File: src/include/gpp_pkg.sv
// Package for the three-bit GPIO port with pull-ups and its wide sibling.
// Assumes a plain register port with one-cycle strobes and 8-bit data.
package gpp_pkg;
    // ****************************************************************
    // Register offsets
    // ****************************************************************
    localparam logic [3:0] OFF_WIDE_PIN = 4'h0;
    localparam logic [3:0] OFF_WIDE_LAT = 4'h1;
    localparam logic [3:0] OFF_WIDE_DIR = 4'h2;
    localparam logic [3:0] OFF_NARROW_PIN = 4'h3;
    localparam logic [3:0] OFF_NARROW_LAT = 4'h4;
    localparam logic [3:0] OFF_NARROW_DIR = 4'h5;
    localparam logic [3:0] OFF_ANALOG_CFG = 4'h6;
    localparam logic [3:0] OFF_ALT_CTRL = 4'h7;
    // ****************************************************************
    // Field positions and reset values
    // ****************************************************************
    localparam int NARROW_PU_BIT = 6;
    localparam int WIDE_PU_BIT = 7;
    localparam int ANALOG_LSB = 5;
    localparam logic [7:0] WIDE_DIR_RST = 8'hFF;
    localparam logic [7:0] NARROW_DIR_RST = 8'h07;
    localparam logic [7:0] ANALOG_CFG_RST = 8'hE0;
    localparam logic [7:0] LAT_RST = 8'h00;
    localparam logic [7:0] ALT_CTRL_RST = 8'h00;
    localparam logic [7:0] READ_UNMAPPED = 8'h00;
endpackage

File: src/rtl/gpp_pin_cell.sv
// One general-purpose pin: driver, pull-up and input gate.
// Assumes pin input already synchronous to the system clock.
`timescale 1ns/10ps
module gpp_pin_cell (
    input wire logic i_dir_in,
    input wire logic i_latch,
    input wire logic i_alt_en,
    input wire logic i_alt_val,
    input wire logic i_pu_en,
    input wire logic i_analog,
    input wire logic i_pin,
    output logic o_pin_out,
    output logic o_pin_oe,
    output logic o_pullup,
    output logic o_dig_in
);
    // Driver off in input mode; alternate output replaces latch
    assign o_pin_oe = ~i_dir_in;
    assign o_pin_out = i_alt_en ? i_alt_val : i_latch;
    // Pull-up off whenever the pin drives
    assign o_pullup = i_pu_en & i_dir_in;
    // Digital input gated off while analog is selected
    assign o_dig_in = i_pin & ~i_analog;
endmodule // gpp_pin_cell

File: src/rtl/gpp_port.sv
// Top of the three-bit port, pull-up controls and wide sibling port.
// Assumes synchronous pin inputs and a master that never waits.
`timescale 1ns/10ps
module gpp_port #(
    parameter int NARROW_W = 3,
    parameter int WIDE_W = 8
) (
    input wire logic i_sys_clk,
    input wire logic i_rst_n,
    input wire logic i_clk_en,
    input wire logic [3:0] i_addr,
    input wire logic [7:0] i_wdata,
    input wire logic i_wr,
    input wire logic i_rd,
    output logic [7:0] o_rdata,
    input wire logic [NARROW_W-1:0] i_narrow_pin,
    output logic [NARROW_W-1:0] o_narrow_out,
    output logic [NARROW_W-1:0] o_narrow_oe,
    output logic [NARROW_W-1:0] o_narrow_pullup,
    input wire logic i_parallel_read_strobe,
    input wire logic i_parallel_write_strobe,
    input wire logic i_parallel_byte_enable,
    input wire logic [WIDE_W-1:0] i_wide_pin,
    output logic [WIDE_W-1:0] o_wide_out,
    output logic [WIDE_W-1:0] o_wide_oe,
    output logic [WIDE_W-1:0] o_wide_pullup,
    input wire logic i_parallel_data_bit6,
    input wire logic i_parallel_data_bit7,
    input wire logic i_remap_pin_twenty_three,
    input wire logic i_remap_pin_twenty_four,
    output logic [gpp_pkg::ANALOG_LSB+2:0] o_analog_sel
);
    import gpp_pkg::*;

    generate
        if (NARROW_W != 3 || WIDE_W != 8) begin : g_bad_param
            $error("gpp_port supports only NARROW_W 3 and WIDE_W 8");
        end
    endgenerate

    // ****************************************************************
    // Registers
    // ****************************************************************
    logic [7:0] wide_lat_q;
    logic [7:0] wide_dir_q;
    logic [2:0] narrow_lat_q;
    logic [2:0] narrow_dir_q;
    logic narrow_pu_q;
    logic wide_pu_q;
    logic [7:0] analog_q;
    logic [7:0] alt_q;
    logic [7:0] rdata_q;

    // ****************************************************************
    // Decode
    // ****************************************************************
    wire logic wr_en = i_clk_en & i_wr;
    wire logic rd_en = i_clk_en & i_rd;
    wire logic wr_wide_lat = wr_en & (i_addr == OFF_WIDE_LAT);
    wire logic wr_wide_dir = wr_en & (i_addr == OFF_WIDE_DIR);
    wire logic wr_narrow_lat = wr_en & (i_addr == OFF_NARROW_LAT);
    wire logic wr_narrow_dir = wr_en & (i_addr == OFF_NARROW_DIR);
    wire logic wr_analog = wr_en & (i_addr == OFF_ANALOG_CFG);
    wire logic wr_alt = wr_en & (i_addr == OFF_ALT_CTRL);
    // Writing a pin value register writes its latch
    wire logic wr_wide_pin = wr_en & (i_addr == OFF_WIDE_PIN);
    wire logic wr_narrow_pin = wr_en & (i_addr == OFF_NARROW_PIN);

    // Alternate control: bits 0..2 enable strobes on narrow pins,
    // bits 6..7 enable parallel data on wide pins 6/7, bits 4..5 remap.
    wire logic [2:0] narrow_alt_en = alt_q[2:0];
    wire logic [2:0] narrow_alt_val = {i_parallel_byte_enable,
        i_parallel_write_strobe, i_parallel_read_strobe};
    wire logic [7:0] wide_alt_en = {alt_q[7] | alt_q[5],
        alt_q[6] | alt_q[4], 6'h00};
    wire logic [7:0] wide_alt_val = {
        alt_q[5] ? i_remap_pin_twenty_four : i_parallel_data_bit7,
        alt_q[4] ? i_remap_pin_twenty_three : i_parallel_data_bit6,
        6'h00};

    // ****************************************************************
    // Pin cells
    // ****************************************************************
    logic [2:0] narrow_dig;
    logic [7:0] wide_dig;

    genvar g;
    generate
        for (g = 0; g < 3; g++) begin : g_narrow
            gpp_pin_cell u_cell (
                .i_dir_in(narrow_dir_q[g]),
                .i_latch(narrow_lat_q[g]),
                .i_alt_en(narrow_alt_en[g]),
                .i_alt_val(narrow_alt_val[g]),
                .i_pu_en(narrow_pu_q),
                .i_analog(analog_q[ANALOG_LSB+g]),
                .i_pin(i_narrow_pin[g]),
                .o_pin_out(o_narrow_out[g]),
                .o_pin_oe(o_narrow_oe[g]),
                .o_pullup(o_narrow_pullup[g]),
                .o_dig_in(narrow_dig[g])
            );
        end
        for (g = 0; g < 8; g++) begin : g_wide
            gpp_pin_cell u_cell (
                .i_dir_in(wide_dir_q[g]),
                .i_latch(wide_lat_q[g]),
                .i_alt_en(wide_alt_en[g]),
                .i_alt_val(wide_alt_val[g]),
                .i_pu_en(wide_pu_q),
                .i_analog(1'b0),
                .i_pin(i_wide_pin[g]),
                .o_pin_out(o_wide_out[g]),
                .o_pin_oe(o_wide_oe[g]),
                .o_pullup(o_wide_pullup[g]),
                .o_dig_in(wide_dig[g])
            );
        end
    endgenerate

    assign o_analog_sel = analog_q;

    // ****************************************************************
    // Read mux
    // ****************************************************************
    logic [7:0] rd_mux;
    always_comb begin
        case (i_addr)
            OFF_WIDE_PIN: rd_mux = wide_dig;
            OFF_WIDE_LAT: rd_mux = wide_lat_q;
            OFF_WIDE_DIR: rd_mux = wide_dir_q;
            OFF_NARROW_PIN: rd_mux = {5'h00, narrow_dig};
            OFF_NARROW_LAT: rd_mux = {5'h00, narrow_lat_q};
            OFF_NARROW_DIR: rd_mux = {wide_pu_q, narrow_pu_q, 3'h0,
                narrow_dir_q};
            OFF_ANALOG_CFG: rd_mux = analog_q;
            OFF_ALT_CTRL: rd_mux = alt_q;
            default: rd_mux = READ_UNMAPPED;
        endcase
    end

    // ****************************************************************
    // Register updates
    // ****************************************************************
    always_ff @(posedge i_sys_clk or negedge i_rst_n) begin
        if (!i_rst_n) begin
            wide_lat_q <= LAT_RST;
            wide_dir_q <= WIDE_DIR_RST;
            narrow_lat_q <= LAT_RST[2:0];
            narrow_dir_q <= NARROW_DIR_RST[2:0];
            narrow_pu_q <= 1'b0;
            wide_pu_q <= 1'b0;
            analog_q <= ANALOG_CFG_RST;
            alt_q <= ALT_CTRL_RST;
            rdata_q <= 8'h00;
        end else if (i_clk_en) begin
            if (wr_wide_lat || wr_wide_pin) begin
                wide_lat_q <= i_wdata;
            end
            if (wr_wide_dir) begin
                wide_dir_q <= i_wdata;
            end
            if (wr_narrow_lat || wr_narrow_pin) begin
                narrow_lat_q <= i_wdata[2:0];
            end
            if (wr_narrow_dir) begin
                narrow_dir_q <= i_wdata[2:0];
                narrow_pu_q <= i_wdata[NARROW_PU_BIT];
                wide_pu_q <= i_wdata[WIDE_PU_BIT];
            end
            if (wr_analog) begin
                analog_q <= i_wdata;
            end
            if (wr_alt) begin
                alt_q <= i_wdata;
            end
            if (rd_en) begin
                rdata_q <= rd_mux;
            end else begin
                rdata_q <= 8'h00;
            end
        end
    end

    assign o_rdata = rdata_q;

    // ****************************************************************
    // Checks
    // ****************************************************************
    dir_in_hiz_a: assert property (
        @(posedge i_sys_clk) disable iff (!i_rst_n)
        narrow_dir_q[0] |-> !o_narrow_oe[0])
        else $error("input pin driven");
    dir_out_drive_a: assert property (
        @(posedge i_sys_clk) disable iff (!i_rst_n)
        (!narrow_dir_q[1] && !alt_q[1]) |->
        (o_narrow_oe[1] && o_narrow_out[1] == narrow_lat_q[1]))
        else $error("output pin not following latch");
    analog_read_zero_a: assert property (
        @(posedge i_sys_clk) disable iff (!i_rst_n)
        (rd_en && i_addr == OFF_NARROW_PIN && analog_q[ANALOG_LSB+2])
        |=> !o_rdata[2])
        else $error("analog pin read nonzero");
    analog_drive_a: assert property (
        @(posedge i_sys_clk) disable iff (!i_rst_n)
        (analog_q[ANALOG_LSB] && !narrow_dir_q[0] && !alt_q[0]) |->
        o_narrow_out[0] == narrow_lat_q[0])
        else $error("analog select altered output");
    latch_read_a: assert property (
        @(posedge i_sys_clk) disable iff (!i_rst_n)
        (rd_en && i_addr == OFF_NARROW_LAT) |=>
        o_rdata == {5'h00, $past(narrow_lat_q)})
        else $error("latch read wrong");
    pullup_out_off_a: assert property (
        @(posedge i_sys_clk) disable iff (!i_rst_n)
        o_narrow_oe[2] |-> !o_narrow_pullup[2])
        else $error("pull-up on driving pin");
    pullup_write_a: assert property (
        @(posedge i_sys_clk) disable iff (!i_rst_n)
        (wr_narrow_dir && i_wdata[NARROW_PU_BIT] && i_wdata[0]) |=>
        o_narrow_pullup[0])
        else $error("pull-up enable ignored");
    wide_pullup_a: assert property (
        @(posedge i_sys_clk) disable iff (!i_rst_n)
        (wr_narrow_dir && !i_wdata[WIDE_PU_BIT]) |=> o_wide_pullup == 8'h00)
        else $error("wide pull-ups not disabled");
    unimpl_zero_a: assert property (
        @(posedge i_sys_clk) disable iff (!i_rst_n)
        (rd_en && i_addr == OFF_NARROW_DIR) |=> o_rdata[5:3] == 3'h0)
        else $error("unimplemented bits nonzero");
    wide_pin_read_a: assert property (
        @(posedge i_sys_clk) disable iff (!i_rst_n)
        (rd_en && i_addr == OFF_WIDE_PIN) |=>
        o_rdata[7:6] == $past(i_wide_pin[7:6]))
        else $error("wide pin read wrong");

    // ****************************************************************
    // Reset, register and alternate checks
    // ****************************************************************
    reset_analog_a: assert property (
        @(posedge i_sys_clk)
        !i_rst_n |=> o_analog_sel == ANALOG_CFG_RST)
        else $error("analog select not forced by reset");
    reset_pullup_a: assert property (
        @(posedge i_sys_clk)
        !i_rst_n |=> (o_narrow_pullup == '0 && o_wide_pullup == '0))
        else $error("pull-ups enabled after reset");
    pullup_off_a: assert property (
        @(posedge i_sys_clk) disable iff (!i_rst_n)
        (wr_narrow_dir && !i_wdata[NARROW_PU_BIT]) |=> o_narrow_pullup == '0)
        else $error("pull-up disable ignored");
    analog_dir_a: assert property (
        @(posedge i_sys_clk) disable iff (!i_rst_n)
        (analog_q[ANALOG_LSB+1] && !narrow_dir_q[1]) |-> o_narrow_oe[1])
        else $error("analog select released the driver");
    pin_read_a: assert property (
        @(posedge i_sys_clk) disable iff (!i_rst_n)
        (rd_en && i_addr == OFF_NARROW_PIN &&
        analog_q[ANALOG_LSB +: 3] == 3'h0) |=>
        o_rdata == {5'h00, $past(i_narrow_pin)})
        else $error("narrow pin read wrong");
    strobe_alt_a: assert property (
        @(posedge i_sys_clk) disable iff (!i_rst_n)
        alt_q[2:0] == 3'h7 |-> o_narrow_out == {i_parallel_byte_enable,
        i_parallel_write_strobe, i_parallel_read_strobe})
        else $error("strobe not routed to narrow pin");
    remap_wins_a: assert property (
        @(posedge i_sys_clk) disable iff (!i_rst_n)
        (alt_q[5] && alt_q[7]) |-> o_wide_out[7] == i_remap_pin_twenty_four)
        else $error("remap output lost to parallel data");
    wide_drive_a: assert property (
        @(posedge i_sys_clk) disable iff (!i_rst_n)
        (!wide_dir_q[6] && !alt_q[6] && !alt_q[4]) |->
        (o_wide_oe[6] && o_wide_out[6] == wide_lat_q[6]))
        else $error("wide pin not driving its latch");
    unmapped_read_a: assert property (
        @(posedge i_sys_clk) disable iff (!i_rst_n)
        (rd_en && i_addr > OFF_ALT_CTRL) |=> o_rdata == READ_UNMAPPED)
        else $error("unmapped read nonzero");
    pin_write_latch_a: assert property (
        @(posedge i_sys_clk) disable iff (!i_rst_n)
        wr_narrow_pin |=> narrow_lat_q == $past(i_wdata[2:0]))
        else $error("pin value write missed the latch");
    enable_freeze_a: assert property (
        @(posedge i_sys_clk) disable iff (!i_rst_n)
        !i_clk_en |=> ($stable(narrow_lat_q) && $stable(o_rdata)))
        else $error("state moved while clock enable low");

    // ****************************************************************
    // Per-pin checks
    // ****************************************************************
    generate
        for (g = 0; g < 3; g++) begin : g_pin_chk
            pin_hiz_a: assert property (
                @(posedge i_sys_clk) disable iff (!i_rst_n)
                narrow_dir_q[g] |-> !o_narrow_oe[g])
                else $error("input pin driven");
            pin_latch_a: assert property (
                @(posedge i_sys_clk) disable iff (!i_rst_n)
                (!narrow_dir_q[g] && !alt_q[g]) |->
                (o_narrow_oe[g] && o_narrow_out[g] == narrow_lat_q[g]))
                else $error("output pin not following latch");
            pin_pullup_a: assert property (
                @(posedge i_sys_clk) disable iff (!i_rst_n)
                !narrow_dir_q[g] |-> !o_narrow_pullup[g])
                else $error("pull-up on driving pin");
            pin_gate_a: assert property (
                @(posedge i_sys_clk) disable iff (!i_rst_n)
                analog_q[ANALOG_LSB+g] |-> !narrow_dig[g])
                else $error("analog pin passed digital input");
        end
        for (g = 0; g < 8; g++) begin : g_wide_chk
            wide_hiz_a: assert property (
                @(posedge i_sys_clk) disable iff (!i_rst_n)
                wide_dir_q[g] |-> !o_wide_oe[g])
                else $error("wide input pin driven");
            wide_pu_out_a: assert property (
                @(posedge i_sys_clk) disable iff (!i_rst_n)
                !wide_dir_q[g] |-> !o_wide_pullup[g])
                else $error("wide pull-up on driving pin");
            wide_pu_on_a: assert property (
                @(posedge i_sys_clk) disable iff (!i_rst_n)
                (wide_pu_q && wide_dir_q[g]) |-> o_wide_pullup[g])
                else $error("wide pull-up enable ignored");
        end
    endgenerate
endmodule // gpp_port

File: config.mk
export PLATFORM = sky130hd
export DESIGN_NAME = gpp_port
export DESIGN_NICKNAME = d
export VERILOG_FILES = /design/src/include/gpp_pkg.sv /design/src/rtl/gpp_pin_cell.sv /design/src/rtl/gpp_port.sv
export SDC_FILE = /design/constraint.sdc
export NUM_CORES = 1
export LEC_CHECK = 0
export BUFFER_PORTS_ARGS = -buffer_cell sky130_fd_sc_hd__buf_4
export CORE_UTILIZATION = 25
export CTS_CLUSTER_SIZE = 40
export DETAILED_ROUTE_END_ITERATION = 10
export MAX_ROUTING_LAYER = met4
export PLACE_DENSITY_LB_ADDON = 0.15
export SYNTH_ARGS = -nofsm -noshare
export SYNTH_HDL_FRONTEND = slang
export SYNTH_SLANG_ARGS = --single-unit
export TNS_END_PERCENT = 50
File: constraint.sdc
create_clock -name i_sys_clk -period 1.32 [get_ports i_sys_clk]
set_input_delay 0.396 -clock i_sys_clk [delete_from_list [all_inputs] [get_ports i_sys_clk]]
set_output_delay 0.396 -clock i_sys_clk [all_outputs]
set_load 0.01 [all_outputs]
Word-level counts from Yosys, hierarchy flattened
Cells that the tools add are included.
{"block": "classes", "add_sub_neg": 0, "mul": 0, "div": 0, "magnitude_cmp": 0, "eq_ne": 7, "n_shift": 0, "muxes": 9, "bitwise": 40, "n_reduce_logical": 9}
{"operator": "$pmux W8 S8", "count": 1}
{"operator": "$and A1 B1 Y1", "count": 24}
{"operator": "$eq A4 B3 Y1 const B", "count": 4}
{"operator": "$not A1 Y1", "count": 14}
{"operator": "$reduce_and A2 Y1", "count": 6}
{"operator": "$eq A4 B2 Y1 const B", "count": 2}
{"operator": "$mux W8", "count": 1}
{"operator": "$mux W1", "count": 7}
{"operator": "$eq A4 B1 Y1 const B", "count": 1}
{"operator": "$logic_not A4 Y1", "count": 1}
{"operator": "$logic_or A1 B1 Y1", "count": 2}
{"operator": "$or A1 B1 Y1", "count": 2}
{"block": "word_totals", "register_bits": 48, "latchBits": 0, "ramBits": 0, "mem_bits_ro": 0, "inputBits": 35, "out_inout_bits": 49, "elab_cells": 74, "memories": 0}

Depth between registers and ports, before layout
{"block": "logic_depth", "depth_word": 4, "ltp_mapped": 6, "mapped_depth_nobuf": 4}

Modules after synthesis
Synthesis repeated with hierarchy kept, for this count alone.
{"block": "hier_totals", "cells_unflattened": 218, "area_unflattened_um2": 2756.4}
{"mod": "gpp_port", "n_inst": 1, "cells_per_inst": 174, "area_each_um2": 2412.3, "seq_area_each_um2": 1218.7}
{"mod": "gpp_pin_cell", "n_inst": 11, "cells_per_inst": 4, "area_each_um2": 31.3, "seq_area_each_um2": 0.0}

Worst setup path after synthesis
OpenSTA, ideal clock, no wires.
{"block": "synth_timing", "kind": "input to register", "startpoint": "input port i_addr[0]", "endpoint": "register analog_q[0] (netlist: o_analog_sel[0])", "setup_ps": 125, "arrival_ps": 1457, "slack_ps": -262, "cell_stages": 5, "n_path_buf": 2, "cell_sequence": "buf_6 -> and4bb_4 -> nor2b_1 -> buf_6 -> mux2_4"}
{"block": "synth_via", "elab_chain_len": 3}
{"item": "start, declared", "line_no": "gpp_port.sv:11", "rtl": "input wire logic [3:0] i_addr,"}
{"item": "$eq A4 B3 Y1", "line_no": "gpp_port.sv:63", "rtl": "wire logic wr_analog = wr_en & (i_addr == OFF_ANALOG_CFG);"}
{"item": "$and A1 B1 Y1", "line_no": "gpp_port.sv:63"}
{"item": "$reduce_and A2 Y1 (no line)"}
{"item": "end signal, assigned", "line_no": "gpp_port.sv:172", "rtl": "analog_q <= i_wdata;"}
{"item": "end, declared", "line_no": "gpp_port.sv:50", "rtl": "logic [7:0] analog_q;"}
Every way passes these cells.
A chain may end at the register's enable or synchronous reset.

Worst setup path after layout
{"block": "layout_timing", "startpoint": "register narrow_lat_q[0]", "endpoint": "output port o_narrow_out[0]"}
{"block": "layout_via", "elab_chain_len": 1}
{"item": "start, declared", "line_no": "gpp_port.sv:46", "rtl": "logic [2:0] narrow_lat_q;"}
{"item": "start signal, assigned", "line_no": "gpp_port.sv:149", "rtl": "narrow_lat_q <= LAT_RST[2:0];"}
{"item": "start signal, assigned", "line_no": "gpp_port.sv:164", "rtl": "narrow_lat_q <= i_wdata[2:0];"}
{"item": "$mux W1", "line_no": "gpp_pin_cell.sv:19", "rtl": "assign o_pin_out = i_alt_en ? i_alt_val : i_latch;"}
{"item": "end, declared", "line_no": "gpp_port.sv:17", "rtl": "output logic [NARROW_W-1:0] o_narrow_out,"}
Every way passes these cells.

==> impl_metrics.json <==
{
  "die_w_um": 109,
  "status": "finished with violations",
  "ys_warn_count": 0,
  "dp_cells": 477,
  "synthArstFlopShare_pct": 100,
  "cp_data_arrival_time_ns": 1.18,
  "cts_tree": "built",
  "tightest_slew_ns": 0.328,
  "synth_top_area_share_pct": 30.0,
  "cellPowerDensity_mw_per_mm2": 1320,
  "grt_pass1_wl_um": 13700,
  "htree_levels": 2,
  "violations": "setup timing",
  "nNetsFinal": 396,
  "utilization_pct": 38.7,
  "firstDrtPassIters": 5,
  "tns_ns": -3.99,
  "vias": 2260,
  "gp_congestion": 0.790,
  "drc": 0,
  "core_area_mm2": 0.0109,
  "maxSlewHeadroom_pct": 77.8,
  "grt_pass1_vias": 2357,
  "grt_usage_pct": 16.3,
  "avgSynthCellArea_um2": 11.1,
  "max_freq_mhz": 636,
  "mostFrequentLayoutCells": "buf_4 (99), buf_6 (42), dfrtp_1 (32), mux2_4 (23), nand2_1 (19)",
  "grt_max_degree": 49,
  "rsz0062_at_grt": "yes",
  "cts-hold-fix-buffers": 0,
  "synth.distinct_cells": 42,
  "fin_skew_ns": 0.00705,
  "crit_required_ns": 0.92,
  "fin_area_mm2": 0.00424,
  "synth_edf_count": 0,
  "worstHoldPathType": "in -> async",
  "worst_setup_path_start_kind": "flip-flop",
  "fin_crit_sh_pct": 119,
  "setup_viol": 41,
  "ant_nets": 0,
  "synth_cells": 255,
  "ys_seq_area_share_pct": 42.9,
  "worstSkewPairLatency_ns": 0.29,
  "cts_buffer_depth": 2,
  "gr-total-overflow": 0,
  "wl_per_cell_um": 17.8,
  "final_common_cell": "buf_4",
  "critPathMaxFanout": 2,
  "synth_seq_cells": 48,
  "syn_nets": 290,
  "num_rows": 38,
  "crit_path_end_kind": "output port",
  "drv_slew": 0,
  "rr_worst_depth": 5,
  "crit_top_cell": "buf_6",
  "synth_top_flop_cell": "dfrtp_1",
  "root_buffer": "clkbuf_16",
  "cts_sinks": 48,
  "cellLeakagePower_nw": 2.02,
  "final_cells": 502,
  "ir_worst_vdd_mv": 0.598,
  "fin_crit_ns": 1.57,
  "r2r_end": "o_rdata[0]$_DFFE_PN0P_",
  "pin_count": 84,
  "port_buffers": 83,
  "antenna_found_initial": 0,
  "viasPerCell": 4.50,
  "path_class": "reg -> out",
  "synth_top_cell_by_area": "dfrtp_1",
  "die_h_um": 109,
  "antenna_cells": 0,
  "yosys-top-cells-area": "dfrtp_1 (30%), dfstp_2 (13%), mux2_2 (11%), buf_4 (10%), mux2_4 (3.7%)",
  "cts.clk_slew.worst_paths_ns": 0.06,
  "drt_iter0_drc": 167,
  "drive_above_1_share_pct": 65.7,
  "start_util_pct": 25.9,
  "dieArea_mm2": 0.0118,
  "numCtsBuffers": 5,
  "r2r_slack_ns": -0.12,
  "synth_area_mm2": 0.00284,
  "crit_slowest_cell": "dfrtp_1",
  "routed_wl_um": 8920,
  "num-fill-cells": 1092,
  "max_stage_delay_ns": 0.39,
  "r2r-start": "narrow_lat_q[0]$_DFFE_PN0P_",
  "report.final.hold_viol_count": 0,
  "place_area_mm2": 0.00369,
  "setup_ws_ns": -0.253,
  "area_growth_pct": 49.3,
  "cap_violations": 0,
  "hpwl_um": 6600,
  "crit_chain": "buf_6, mux2_4, buf_6"
}
metrics by stage:
step	hold slack (ns)	power [W]	setup slack (ns)
after global placement	0.388	0.00371	-0.383
after floorplan	0.100	0.00312	-0.227
after CTS	0.0877	0.00563	-0.257
after global routing	0.0991	0.00590	-0.298
after detailed placement	0.395	0.00371	-0.404
final	0.0833	0.00559	-0.253
timing repair:
action	in CTS	in global routing
cloned	0	0
resized for setup	78	7
endpoints found under the hold margin	0	0
setup buffers	17	1
setup endpoints to repair	65	51
pin swaps	9	5
worst max-delay path, delay by kind of cell (launching register included):
family,cells,cell delay (ns)
flops,1,0.39
mux,1,0.27
buf+inv,2,0.24
synthesized netlist by cell type (2+ instances only):
master / number
a21o_1: 3
a21oi_1: 7
a222oi_1: 4
a22o_1: 3
a2bb2oi_1: 2
a31oi_1: 2
a32oi_1: 3
and2_1: 12
and3b_1: 3
buf_2: 2
buf_4: 39
buf_6: 4
dfrtp_1: 34
dfstp_2: 14
inv_1: 14
mux2_2: 27
mux2_4: 7
mux2i_1: 6
mux4_2: 2
nand2_1: 20
nor2_1: 5
nor2b_1: 3
nor3_1: 2
nor3_4: 2
nor3b_1: 2
nor4_1: 3
o21ai_0: 15
kinds of logic (layout without fill, tap and decap cells):
logic type,after synthesis,in the layout,synth area share (%)
buffers and inverters,59,166,14.1
multiplexers,42,42,18.1
AO/OA/AOI/OAI,44,44,10.3
AND/OR/NAND/NOR,62,62,14.5
flip-flops,48,48,42.9
worst max path at each step:
stage                                start                     endpoint  slack (ns)
2_1_floorplan                    i_addr[0]  o_analog_sel[0]$_DFFE_PN0P_       -0.23
3_3_place_gp                     i_addr[2]    wide_lat_q[1]$_DFFE_PN0P_       -0.38
3_5_place_dp                     i_addr[2]    wide_lat_q[0]$_DFFE_PN0P_       -0.40
4_1_cts        narrow_lat_q[0]$_DFFE_PN0P_              o_narrow_out[0]       -0.26
5_1_grt        narrow_lat_q[0]$_DFFE_PN0P_              o_narrow_out[0]       -0.30
6_report       narrow_lat_q[0]$_DFFE_PN0P_              o_narrow_out[0]       -0.25
power by group:
| part | total, W | switching, W | internal [W] | leakage (nW) |
|---|---|---|---|---|
| combinational | 0.00207 | 0.000758 | 0.00131 | 1.35 |
| sequential | 0.00210 | 0.000272 | 0.00183 | 0.582 |
| clock | 0.00142 | 0.000527 | 0.000896 | 0.0781 |
| total | 0.00559 | 0.00156 | 0.00404 | 2.02 |
sequential cells by signal, indices dropped and copies added (netlist names), 3 cells and up:
name	flops
wide_dir_q	8
o_rdata	8
wide_lat_q	8
narrow_lat_q	3
alt_q	8
narrow_dir_q	3
o_analog_sel	8
cell type report:
cell class                      instances  area, um^2  share of cell area [%]
Timing Repair Buffer                  144        1280                    30.1
Sequential cell                        48        1220                    28.8
Clock buffer                            7         133                    3.13
Tap cell                              140         175                    4.14
Clock inverter                          1        30.0                   0.709
Inverter                               14        52.6                    1.24
Multi-Input combinational cell        148        1350                    31.8
per-layer routing:
metal / share of wire, % / vias up / GRT usage (%)
met3: 3.6 / 5 / 1.81
met4: 1.1 / 0 / 4.92
met1: 50 / 1118 / 23.3
met2: 45 / 56 / 24.1
li1: - / 1081 / -
met5: 0 / - / -
Note: power is estimated with default switching activity, not from simulation.
